--- src/design/iso_rx_ctl_map.svh ---
// Register offsets, field positions, reset values and codes for the
// isochronous receive context control block.
// Assumes inclusion by design and bench files; definitions only.
`ifndef ISO_RX_CTL_MAP_SVH
`define ISO_RX_CTL_MAP_SVH

`define CTL_SET_OFS      12'h400
`define CTL_CLR_OFS      12'h404
`define CTL_RD_OFS       12'h408
`define INT_STAT_OFS     12'h420
`define INT_CLR_OFS      12'h424
`define INT_EN_OFS       12'h428
`define EVT_IN_OFS       12'h42C

`define BIT_FILL         31
`define BIT_RUN          15
`define BIT_WAKE         12
`define BIT_DEAD         11
`define BIT_ACTIVE       10
`define SPD_LSB          5
`define EVT_LSB          0

`define SPD_S100         3'h0
`define SPD_S200         3'h1
`define SPD_S400         3'h2

`define EVC_NONE         5'h00
`define EVC_LONG_PACKET  5'h02
`define EVC_DESC_READ    5'h05
`define EVC_DATA_WRITE   5'h07
`define EVC_OVERRUN      5'h0B
`define EVC_UNKNOWN      5'h0E
`define EVC_ACK_COMPLETE 5'h11
`define EVC_ACK_DATA_ERR 5'h1D

`define INT_BITS         4
`define INT_PKT          0
`define INT_DEAD         1
`define INT_BACKOUT      2
`define INT_IDLE         3

`define AXI_OKAY         2'h0
`define AXI_SLVERR       2'h2

`endif

--- src/design/iso_rx_ctl_pkg.sv ---
// Types shared by the isochronous receive context control files.
// Assumes the map header holds all register, field and event-code constants.
package iso_rx_ctl_pkg;

    typedef enum logic [3:0] {
        ST_IDLE  = 4'b0001,
        ST_FETCH = 4'b0010,
        ST_RECV  = 4'b0100,
        ST_WAIT  = 4'b1000
    } ctx_state_t;

    typedef enum logic [1:0] {
        PE_OK    = 2'h0,
        PE_DATA  = 2'h1,
        PE_LONG  = 2'h2,
        PE_OVRUN = 2'h3
    } pkt_err_t;

endpackage

--- src/design/iso_rx_evt_code.sv ---
// Maps packet outcome and buffering mode to a five-bit event code.
// Assumes inputs come from logic on the same clock.
`timescale 1ns/100ps
`include "iso_rx_ctl_map.svh"

module iso_rx_evt_code
    import iso_rx_ctl_pkg::*;
(
    input  wire logic       fill_whole_buffers_mode,
    input  pkt_err_t        pkt_err,
    input  wire logic       desc_err,
    input  wire logic       data_err,
    input  wire logic       other_err,
    output logic      [4:0] evt_code,
    output logic            back_out
);

    always_comb begin
        back_out = 1'b0;
        if (desc_err) begin
            evt_code = `EVC_DESC_READ;
        end else if (data_err) begin
            evt_code = `EVC_DATA_WRITE;
        end else if (other_err) begin
            evt_code = `EVC_UNKNOWN;
        end else if (fill_whole_buffers_mode) begin
            evt_code = `EVC_ACK_COMPLETE;
            back_out = (pkt_err != PE_OK);
        end else begin
            unique case (pkt_err)
                PE_OK:    evt_code = `EVC_ACK_COMPLETE;
                PE_DATA:  evt_code = `EVC_ACK_DATA_ERR;
                PE_LONG:  evt_code = `EVC_LONG_PACKET;
                PE_OVRUN: evt_code = `EVC_OVERRUN;
            endcase
        end
    end

endmodule

--- src/design/iso_rx_axil_slave.sv ---
// AXI4-Lite slave front end: catches one write and one read at a time.
// Assumes a master on the same clock; answers two cycles after the handshake.
`timescale 1ns/100ps

module iso_rx_axil_slave #(
    parameter int AW = 12
) (
    input  wire logic          aclk,
    input  wire logic          aresetn,
    input  wire logic [AW-1:0] s_axi_awaddr,
    input  wire logic          s_axi_awvalid,
    output logic               s_axi_awready,
    input  wire logic [31:0]   s_axi_wdata,
    input  wire logic [3:0]    s_axi_wstrb,
    input  wire logic          s_axi_wvalid,
    output logic               s_axi_wready,
    output logic               s_axi_bvalid,
    input  wire logic          s_axi_bready,
    input  wire logic [AW-1:0] s_axi_araddr,
    input  wire logic          s_axi_arvalid,
    output logic               s_axi_arready,
    output logic               s_axi_rvalid,
    input  wire logic          s_axi_rready,
    output logic               wr_pulse,
    output logic      [AW-1:0] wr_addr,
    output logic      [31:0]   wr_data,
    output logic      [3:0]    wr_strb,
    output logic               rd_pulse,
    output logic      [AW-1:0] rd_addr
);

    logic aw_have_q;
    logic w_have_q;

    assign s_axi_awready = !aw_have_q && !s_axi_bvalid;
    assign s_axi_wready  = !w_have_q && !s_axi_bvalid;
    assign s_axi_arready = !s_axi_rvalid && !rd_pulse;

    // Address and data may arrive in either order
    always_ff @(posedge aclk) begin
        if (!aresetn) begin
            aw_have_q <= 1'b0;
            w_have_q  <= 1'b0;
            wr_addr   <= '0;
            wr_data   <= '0;
            wr_strb   <= '0;
        end else if (wr_pulse) begin
            aw_have_q <= 1'b0;
            w_have_q  <= 1'b0;
        end else begin
            if (s_axi_awvalid && s_axi_awready) begin
                aw_have_q <= 1'b1;
                wr_addr   <= s_axi_awaddr;
            end
            if (s_axi_wvalid && s_axi_wready) begin
                w_have_q <= 1'b1;
                wr_data  <= s_axi_wdata;
                wr_strb  <= s_axi_wstrb;
            end
        end
    end

    assign wr_pulse = aw_have_q && w_have_q;

    always_ff @(posedge aclk) begin
        if (!aresetn) begin
            s_axi_bvalid <= 1'b0;
        end else if (wr_pulse) begin
            s_axi_bvalid <= 1'b1;
        end else if (s_axi_bready) begin
            s_axi_bvalid <= 1'b0;
        end
    end

    always_ff @(posedge aclk) begin
        if (!aresetn) begin
            rd_pulse     <= 1'b0;
            rd_addr      <= '0;
            s_axi_rvalid <= 1'b0;
        end else begin
            rd_pulse <= s_axi_arvalid && s_axi_arready;
            if (s_axi_arvalid && s_axi_arready) begin
                rd_addr <= s_axi_araddr;
            end
            if (rd_pulse) begin
                s_axi_rvalid <= 1'b1;
            end else if (s_axi_rready) begin
                s_axi_rvalid <= 1'b0;
            end
        end
    end

endmodule

--- src/design/iso_rx_ctx_ctl.sv ---
// Control and status of one isochronous receive DMA context.
// Assumes AXI4-Lite master and descriptor engine on aclk; link events are pulses.
`timescale 1ns/100ps
`include "iso_rx_ctl_map.svh"

// Notes on behaviour
// - Hardware never changes run except on hardware or software reset.
// - Bits 14 and 13 read as zero.
// - Setting wake makes the context continue or resume processing.
// - Wake clears on every descriptor fetch.
// - Dead sets on a fatal error.
// - Dead clears once software has cleared run.
// - Active stays high while descriptors are being processed.
// - Bits 9 and 8 read as zero.
// - Speed field records speed of each received packet: 000, 001, 010.
// - Fill-whole-buffers mode reports only four event codes.
// - Fill-whole-buffers mode backs out packets with errors or overrun.
// - Packet-per-buffer mode reports one of seven event codes.
// - Control register has set and clear addresses, ones act.
// - Fill mode packs packets back to back, else one per buffer.
module iso_rx_ctx_ctl
    import iso_rx_ctl_pkg::*;
#(
    parameter int AW = 12
) (
    input  wire logic          aclk,
    input  wire logic          aresetn,
    input  wire logic          soft_reset,
    input  wire logic [AW-1:0] s_axi_awaddr,
    input  wire logic [2:0]    s_axi_awprot,
    input  wire logic          s_axi_awvalid,
    output logic               s_axi_awready,
    input  wire logic [31:0]   s_axi_wdata,
    input  wire logic [3:0]    s_axi_wstrb,
    input  wire logic          s_axi_wvalid,
    output logic               s_axi_wready,
    output logic      [1:0]    s_axi_bresp,
    output logic               s_axi_bvalid,
    input  wire logic          s_axi_bready,
    input  wire logic [AW-1:0] s_axi_araddr,
    input  wire logic [2:0]    s_axi_arprot,
    input  wire logic          s_axi_arvalid,
    output logic               s_axi_arready,
    output logic      [31:0]   s_axi_rdata,
    output logic      [1:0]    s_axi_rresp,
    output logic               s_axi_rvalid,
    input  wire logic          s_axi_rready,
    output logic               desc_fetch_req,
    input  wire logic          desc_fetch_done,
    input  wire logic          desc_avail,
    input  wire logic          pkt_done,
    input  wire logic [2:0]    pkt_speed,
    input  pkt_err_t           pkt_err,
    input  wire logic          desc_err,
    input  wire logic          data_err,
    input  wire logic          other_err,
    input  wire logic          fatal_err,
    output logic               fill_whole_buffers_mode,
    output logic               pkt_back_out,
    output logic               irq
);

    logic          wr_pulse;
    logic [AW-1:0] wr_addr;
    logic [31:0]   wr_data;
    logic [3:0]    wr_strb;
    logic          rd_pulse;
    logic [AW-1:0] rd_addr;
    logic [31:0]   wmask;

    logic          run_q;
    logic          wake_q;
    logic          dead_q;
    logic          fill_q;
    logic [2:0]    spd_q;
    logic [4:0]    evt_q;
    logic [4:0]    evt_code;
    logic          back_out;
    logic [3:0]    int_stat_q;
    logic [3:0]    int_en_q;
    logic [3:0]    int_set;
    logic          active;
    logic          sw_set;
    logic          sw_clr;
    ctx_state_t    st_q;
    ctx_state_t    st_d;

    iso_rx_axil_slave #(
        .AW (AW)
    ) u_bus (
        .aclk          (aclk),
        .aresetn       (aresetn),
        .s_axi_awaddr  (s_axi_awaddr),
        .s_axi_awvalid (s_axi_awvalid),
        .s_axi_awready (s_axi_awready),
        .s_axi_wdata   (s_axi_wdata),
        .s_axi_wstrb   (s_axi_wstrb),
        .s_axi_wvalid  (s_axi_wvalid),
        .s_axi_wready  (s_axi_wready),
        .s_axi_bvalid  (s_axi_bvalid),
        .s_axi_bready  (s_axi_bready),
        .s_axi_araddr  (s_axi_araddr),
        .s_axi_arvalid (s_axi_arvalid),
        .s_axi_arready (s_axi_arready),
        .s_axi_rvalid  (s_axi_rvalid),
        .s_axi_rready  (s_axi_rready),
        .wr_pulse      (wr_pulse),
        .wr_addr       (wr_addr),
        .wr_data       (wr_data),
        .wr_strb       (wr_strb),
        .rd_pulse      (rd_pulse),
        .rd_addr       (rd_addr)
    );

    iso_rx_evt_code u_evt (
        .fill_whole_buffers_mode (fill_q),
        .pkt_err                 (pkt_err),
        .desc_err                (desc_err),
        .data_err                (data_err),
        .other_err               (other_err),
        .evt_code                (evt_code),
        .back_out                (back_out)
    );

    // Byte enables widened to a bit mask
    function automatic logic [31:0] strb_mask(input logic [3:0] s);
        strb_mask = {{8{s[3]}}, {8{s[2]}}, {8{s[1]}}, {8{s[0]}}};
    endfunction

    function automatic logic is_reg(input logic [AW-1:0] a, input logic [AW-1:0] ofs);
        is_reg = (a == ofs);
    endfunction

    assign wmask  = wr_data & strb_mask(wr_strb);
    assign sw_set = wr_pulse && is_reg(wr_addr, AW'(`CTL_SET_OFS));
    assign sw_clr = wr_pulse && is_reg(wr_addr, AW'(`CTL_CLR_OFS));

    always_ff @(posedge aclk) begin
        if (!aresetn || soft_reset) begin
            run_q <= 1'b0;
        end else if (sw_set && wmask[`BIT_RUN]) begin
            run_q <= 1'b1;
        end else if (sw_clr && wmask[`BIT_RUN]) begin
            run_q <= 1'b0;
        end
    end

    // Mode must not change while running; a stray write is simply dropped
    // Fill mode select
    always_ff @(posedge aclk) begin
        if (!aresetn || soft_reset) begin
            fill_q <= 1'b0;
        end else if (!run_q && !active) begin
            if (sw_set && wmask[`BIT_FILL]) begin
                fill_q <= 1'b1;
            end else if (sw_clr && wmask[`BIT_FILL]) begin
                fill_q <= 1'b0;
            end
        end
    end

    assign fill_whole_buffers_mode = fill_q;

    // Fetch clears wake; fetch wins over a set in the same cycle
    always_ff @(posedge aclk) begin
        if (!aresetn || soft_reset) begin
            wake_q <= 1'b0;
        end else if (desc_fetch_done) begin
            wake_q <= 1'b0;
        end else if (sw_set && wmask[`BIT_WAKE]) begin
            wake_q <= 1'b1;
        end
    end

    always_ff @(posedge aclk) begin
        if (!aresetn || soft_reset) begin
            dead_q <= 1'b0;
        end else if (fatal_err && run_q) begin
            dead_q <= 1'b1;
        end else if (!run_q) begin
            dead_q <= 1'b0;
        end
    end

    always_comb begin
        st_d = st_q;
        unique case (st_q)
            ST_IDLE: begin
                if (run_q && !dead_q) begin
                    st_d = ST_FETCH;
                end
            end
            ST_FETCH: begin
                if (desc_fetch_done) begin
                    st_d = desc_avail ? ST_RECV : ST_WAIT;
                end
            end
            ST_RECV: begin
                if (pkt_done) begin
                    st_d = ST_FETCH;
                end
            end
            ST_WAIT: begin
                if (wake_q) begin
                    st_d = ST_FETCH;
                end
            end
        endcase
        if (!run_q || dead_q || fatal_err) begin
            st_d = ST_IDLE;
        end
    end

    always_ff @(posedge aclk) begin
        if (!aresetn || soft_reset) begin
            st_q <= ST_IDLE;
        end else begin
            st_q <= st_d;
        end
    end

    assign active         = (st_q == ST_FETCH) || (st_q == ST_RECV);
    assign desc_fetch_req = (st_q == ST_FETCH);

    always_ff @(posedge aclk) begin
        if (!aresetn || soft_reset) begin
            spd_q        <= `SPD_S100;
            evt_q        <= `EVC_NONE;
            pkt_back_out <= 1'b0;
        end else begin
            pkt_back_out <= pkt_done && (st_q == ST_RECV) && back_out;
            if (pkt_done && st_q == ST_RECV) begin
                spd_q <= pkt_speed;
                evt_q <= evt_code;
            end
        end
    end

    assign int_set[`INT_PKT]     = pkt_done && (st_q == ST_RECV);
    assign int_set[`INT_DEAD]    = fatal_err && run_q && !dead_q;
    assign int_set[`INT_BACKOUT] = pkt_done && (st_q == ST_RECV) && back_out;
    assign int_set[`INT_IDLE]    = desc_fetch_done && !desc_avail && (st_q == ST_FETCH);

    // Set wins over a clear in the same cycle
    always_ff @(posedge aclk) begin
        if (!aresetn) begin
            int_stat_q <= '0;
            int_en_q   <= '0;
        end else begin
            if (wr_pulse && is_reg(wr_addr, AW'(`INT_CLR_OFS))) begin
                int_stat_q <= (int_stat_q & ~wmask[3:0]) | int_set;
            end else begin
                int_stat_q <= int_stat_q | int_set;
            end
            if (wr_pulse && is_reg(wr_addr, AW'(`INT_EN_OFS))) begin
                int_en_q <= wr_strb[0] ? wr_data[3:0] : int_en_q;
            end
        end
    end

    assign irq = |(int_stat_q & int_en_q);

    assign s_axi_bresp = `AXI_OKAY;

    always_ff @(posedge aclk) begin
        if (!aresetn) begin
            s_axi_rdata <= '0;
            s_axi_rresp <= `AXI_OKAY;
        end else if (rd_pulse) begin
            s_axi_rresp <= `AXI_OKAY;
            s_axi_rdata <= '0;
            if (is_reg(rd_addr, AW'(`CTL_SET_OFS)) || is_reg(rd_addr, AW'(`CTL_CLR_OFS))
                || is_reg(rd_addr, AW'(`CTL_RD_OFS))) begin
                s_axi_rdata[`BIT_FILL]           <= fill_q;
                s_axi_rdata[`BIT_RUN]            <= run_q;
                s_axi_rdata[`BIT_WAKE]           <= wake_q;
                s_axi_rdata[`BIT_DEAD]           <= dead_q;
                s_axi_rdata[`BIT_ACTIVE]         <= active;
                s_axi_rdata[`SPD_LSB +: 3]       <= spd_q;
                s_axi_rdata[`EVT_LSB +: 5]       <= evt_q;
            end else if (is_reg(rd_addr, AW'(`INT_STAT_OFS))) begin
                s_axi_rdata[3:0] <= int_stat_q;
            end else if (is_reg(rd_addr, AW'(`INT_EN_OFS))) begin
                s_axi_rdata[3:0] <= int_en_q;
            end else if (!is_reg(rd_addr, AW'(`INT_CLR_OFS))) begin
                s_axi_rresp <= `AXI_SLVERR;
            end
        end
    end

endmodule

--- config.mk ---
export PLATFORM = sky130hd
export DESIGN_NAME = iso_rx_ctx_ctl
export DESIGN_NICKNAME = d
export VERILOG_FILES = /design/src/design/iso_rx_ctl_pkg.sv /design/src/design/iso_rx_evt_code.sv /design/src/design/iso_rx_axil_slave.sv /design/src/design/iso_rx_ctx_ctl.sv
export VERILOG_INCLUDE_DIRS = /design/src /design/src/design
export SDC_FILE = /design/constraint.sdc
export NUM_CORES = 1
export LEC_CHECK = 0
export BUFFER_PORTS_ARGS = -buffer_cell sky130_fd_sc_hd__buf_2
export CAP_MARGIN = 40
export CORE_AREA = 2 2 99 101
export DETAILED_ROUTE_END_ITERATION = 12
export DIE_AREA = 0 0 101 103
export PLACE_DENSITY = 0.8
export SLEW_MARGIN = 20
export SYNTH_ARGS = -nofsm -noshare
export SYNTH_HDL_FRONTEND = slang
export SYNTH_HIERARCHICAL = 1
export SYNTH_SLANG_ARGS = --single-unit
--- constraint.sdc ---
create_clock -name aclk -period 2.4 [get_ports aclk]
set_input_delay 0.36 -clock aclk [delete_from_list [all_inputs] [get_ports aclk]]
set_output_delay 0.36 -clock aclk [all_outputs]
set_load 0.005 [all_outputs]
==> qor.yml <==
outcome: "finished, final reports clean"
place_area_mm2: 0.003908
cp_slowest_cell: "or4_1"
start_util_pct: 38.21
grt_max_degree: 51
cts_root_buf: "clkbuf_8"
numCtsBuffers: 9
syn_area_mm2: 0.003615
dr_total_vias: 2888
gr-total-overflow: 0
synthCells: 400
maxCapViolCount: 0
worstPathRequired_ns: 2.63
dr.pass1.iters: 4
pin_count: 131
avgSynthCellArea_um2: 9.037
drive_gt1_share_pct: 22.39
h-tree-depth: 3
worstSkewPairLatency_ns: 0.34
critPathKind: "register to register"
crit_buf_inv: 0
grt_pass1_vias: 2665
fin_crit_ns: 2.138
dp.cells: 568
cp_data_arrival_time_ns: 2.37
layout-area-overhead-vs-synth_pct: 13.08
io_buffers: 76
mostFrequentLayoutCell: "nand2_1"
dp_hpwl_um: 5839
crit_family: "simple AND/OR/NAND/NOR gates"
crit_path_start_kind: "register"
finalHoldViolCount: 0
postCtsHoldBufs: 0
grt_first_pass_wirelength_um: 12340
grt_use_total_pct: 15.05
hp-class: "input port to register"
avgViaCountPerCell: 4.954
cpPeakStageDelay_ns: 0.68
die-area_mm2: 0.01040
postCtsResizedCells: 0
whs_ns: 0.2045
maxSlewHeadroom_pct: 46.62
drt-wirelength-per-cell_um: 13.22
die_h_um: 103
fmax_mhz: 467.7
cellPowerDensity_mw_per_mm2: 627.6
mostFrequentLayoutCells: "nand2_1 (90), dfxtp_1 (78), buf_2 (76)"
grt_antenna_before_repair: 0
cts_buffer_depth: 2
drcViolationCount: 0
gp_congestion: 0.8072
tightest_slew_ns: 0.7999
clkTransAtPathRegs_ns: 0.08
cts_tree: "done"
cts_setup_buffers: 0
n_antenna_cell: 0
slew_violations: 0
layout.nets: 551
layout_setup_ws_ns: 0.2621
final_area_mm2: 0.004088
rsz0062_at_grt: "no"
multiInputGateArea_mm2: 0.001752
wirelength_um: 7709
finalSetupViolCount: 0
tns_ns: 0
ys_warn_count: 6
fill_cells: 933
cp_cell_sequence: "and2_1 > or4b_4 > or4_1 > mux2i_1 > nor2_1"
regArea_mm2: 0.001562
cts.sinks: 78
ant_nets: 0
leakage_uw: 0.001747
drt_iter0_markers: 155
die_w_um: 101
min_period_over_period_pct: 89.08
cp_max_fo: 5
ir_drop_uv: 395.5
fin_cells: 583
skew_ns: 0.008229
end_kind: "register"
coreArea_mm2: 0.009459
placement_rows: 36
place_ws_ns: 0.2710
## state kept, by name (all words and copies together), names as in the netlist
name	flops
dead_q	1
s_axi_rresp	1
u_bus/wr_addr	12
int_en_q	4
spd_q	3
u_bus/s_axi_bvalid	1
evt_q	5
s_axi_rdata	13
u_bus/wr_strb	3
u_bus/wr_data	7
u_bus/rd_pulse	1
int_stat_q	4
pkt_back_out	1
st_q	4
run_q	1
u_bus/aw_have_q	1
u_bus/w_have_q	1
wake_q	1
u_bus/rd_addr	12
fill_whole_buffers_mode	1
u_bus/s_axi_rvalid	1
## worst paths after layout
kind	from	end	slack, ns	cells after the start
hold / removal	desc_fetch_done	wake_q	0.20	2
setup reg to reg	u_bus/aw_have_q	int_en_q[1]	0.26	5
setup / recovery	u_bus/aw_have_q	int_en_q[1]	0.26	5
hold reg to reg	u_bus/rd_addr[0]	u_bus/rd_addr[0]	0.46	2
## worst reg2reg max path: cells and delay by family, from the launching register on
family           cells  cell delay [ns]
flip-flops           1             0.42
AND/OR/NAND/NOR      4             1.41
multiplexers         1             0.20
## where the power goes
part           switching, uW  internal [uW]
registers               38.3           1340
logic                    140            123
clock network            447            474
## per-layer routing
| metal | share of wire [%] | global-route usage, % | vias to the layer above |
|---|---|---|---|
| li1 | - | - | 1449 |
| met1 | 44 | 18.82 | 1333 |
| met2 | 49 | 25.54 | 101 |
| met3 | 6.3 | 4.881 | 5 |
| met4 | 0.52 | 3.222 | 0 |
| met5 | 0 | 0 | - |
## final cells by class
type	instances	area share [%]
clock buffer	11	3.214
clock inverter	4	1.194
inverter	7	0.6428
multi-input combinational	287	42.85
sequential	78	38.20
tap	114	3.489
timing repair buffer	82	10.41
## per-stage QoR
stage          util [%]  power, uW
2_1_floorplan         -       1632
3_3_place_gp      41.31       1662
3_5_place_dp      41.31       1675
6_report          43.21       2565
4_1_cts           43.21       2589
5_1_grt           43.21       2681
No activity file was read; power rests on OpenSTA's default activity.
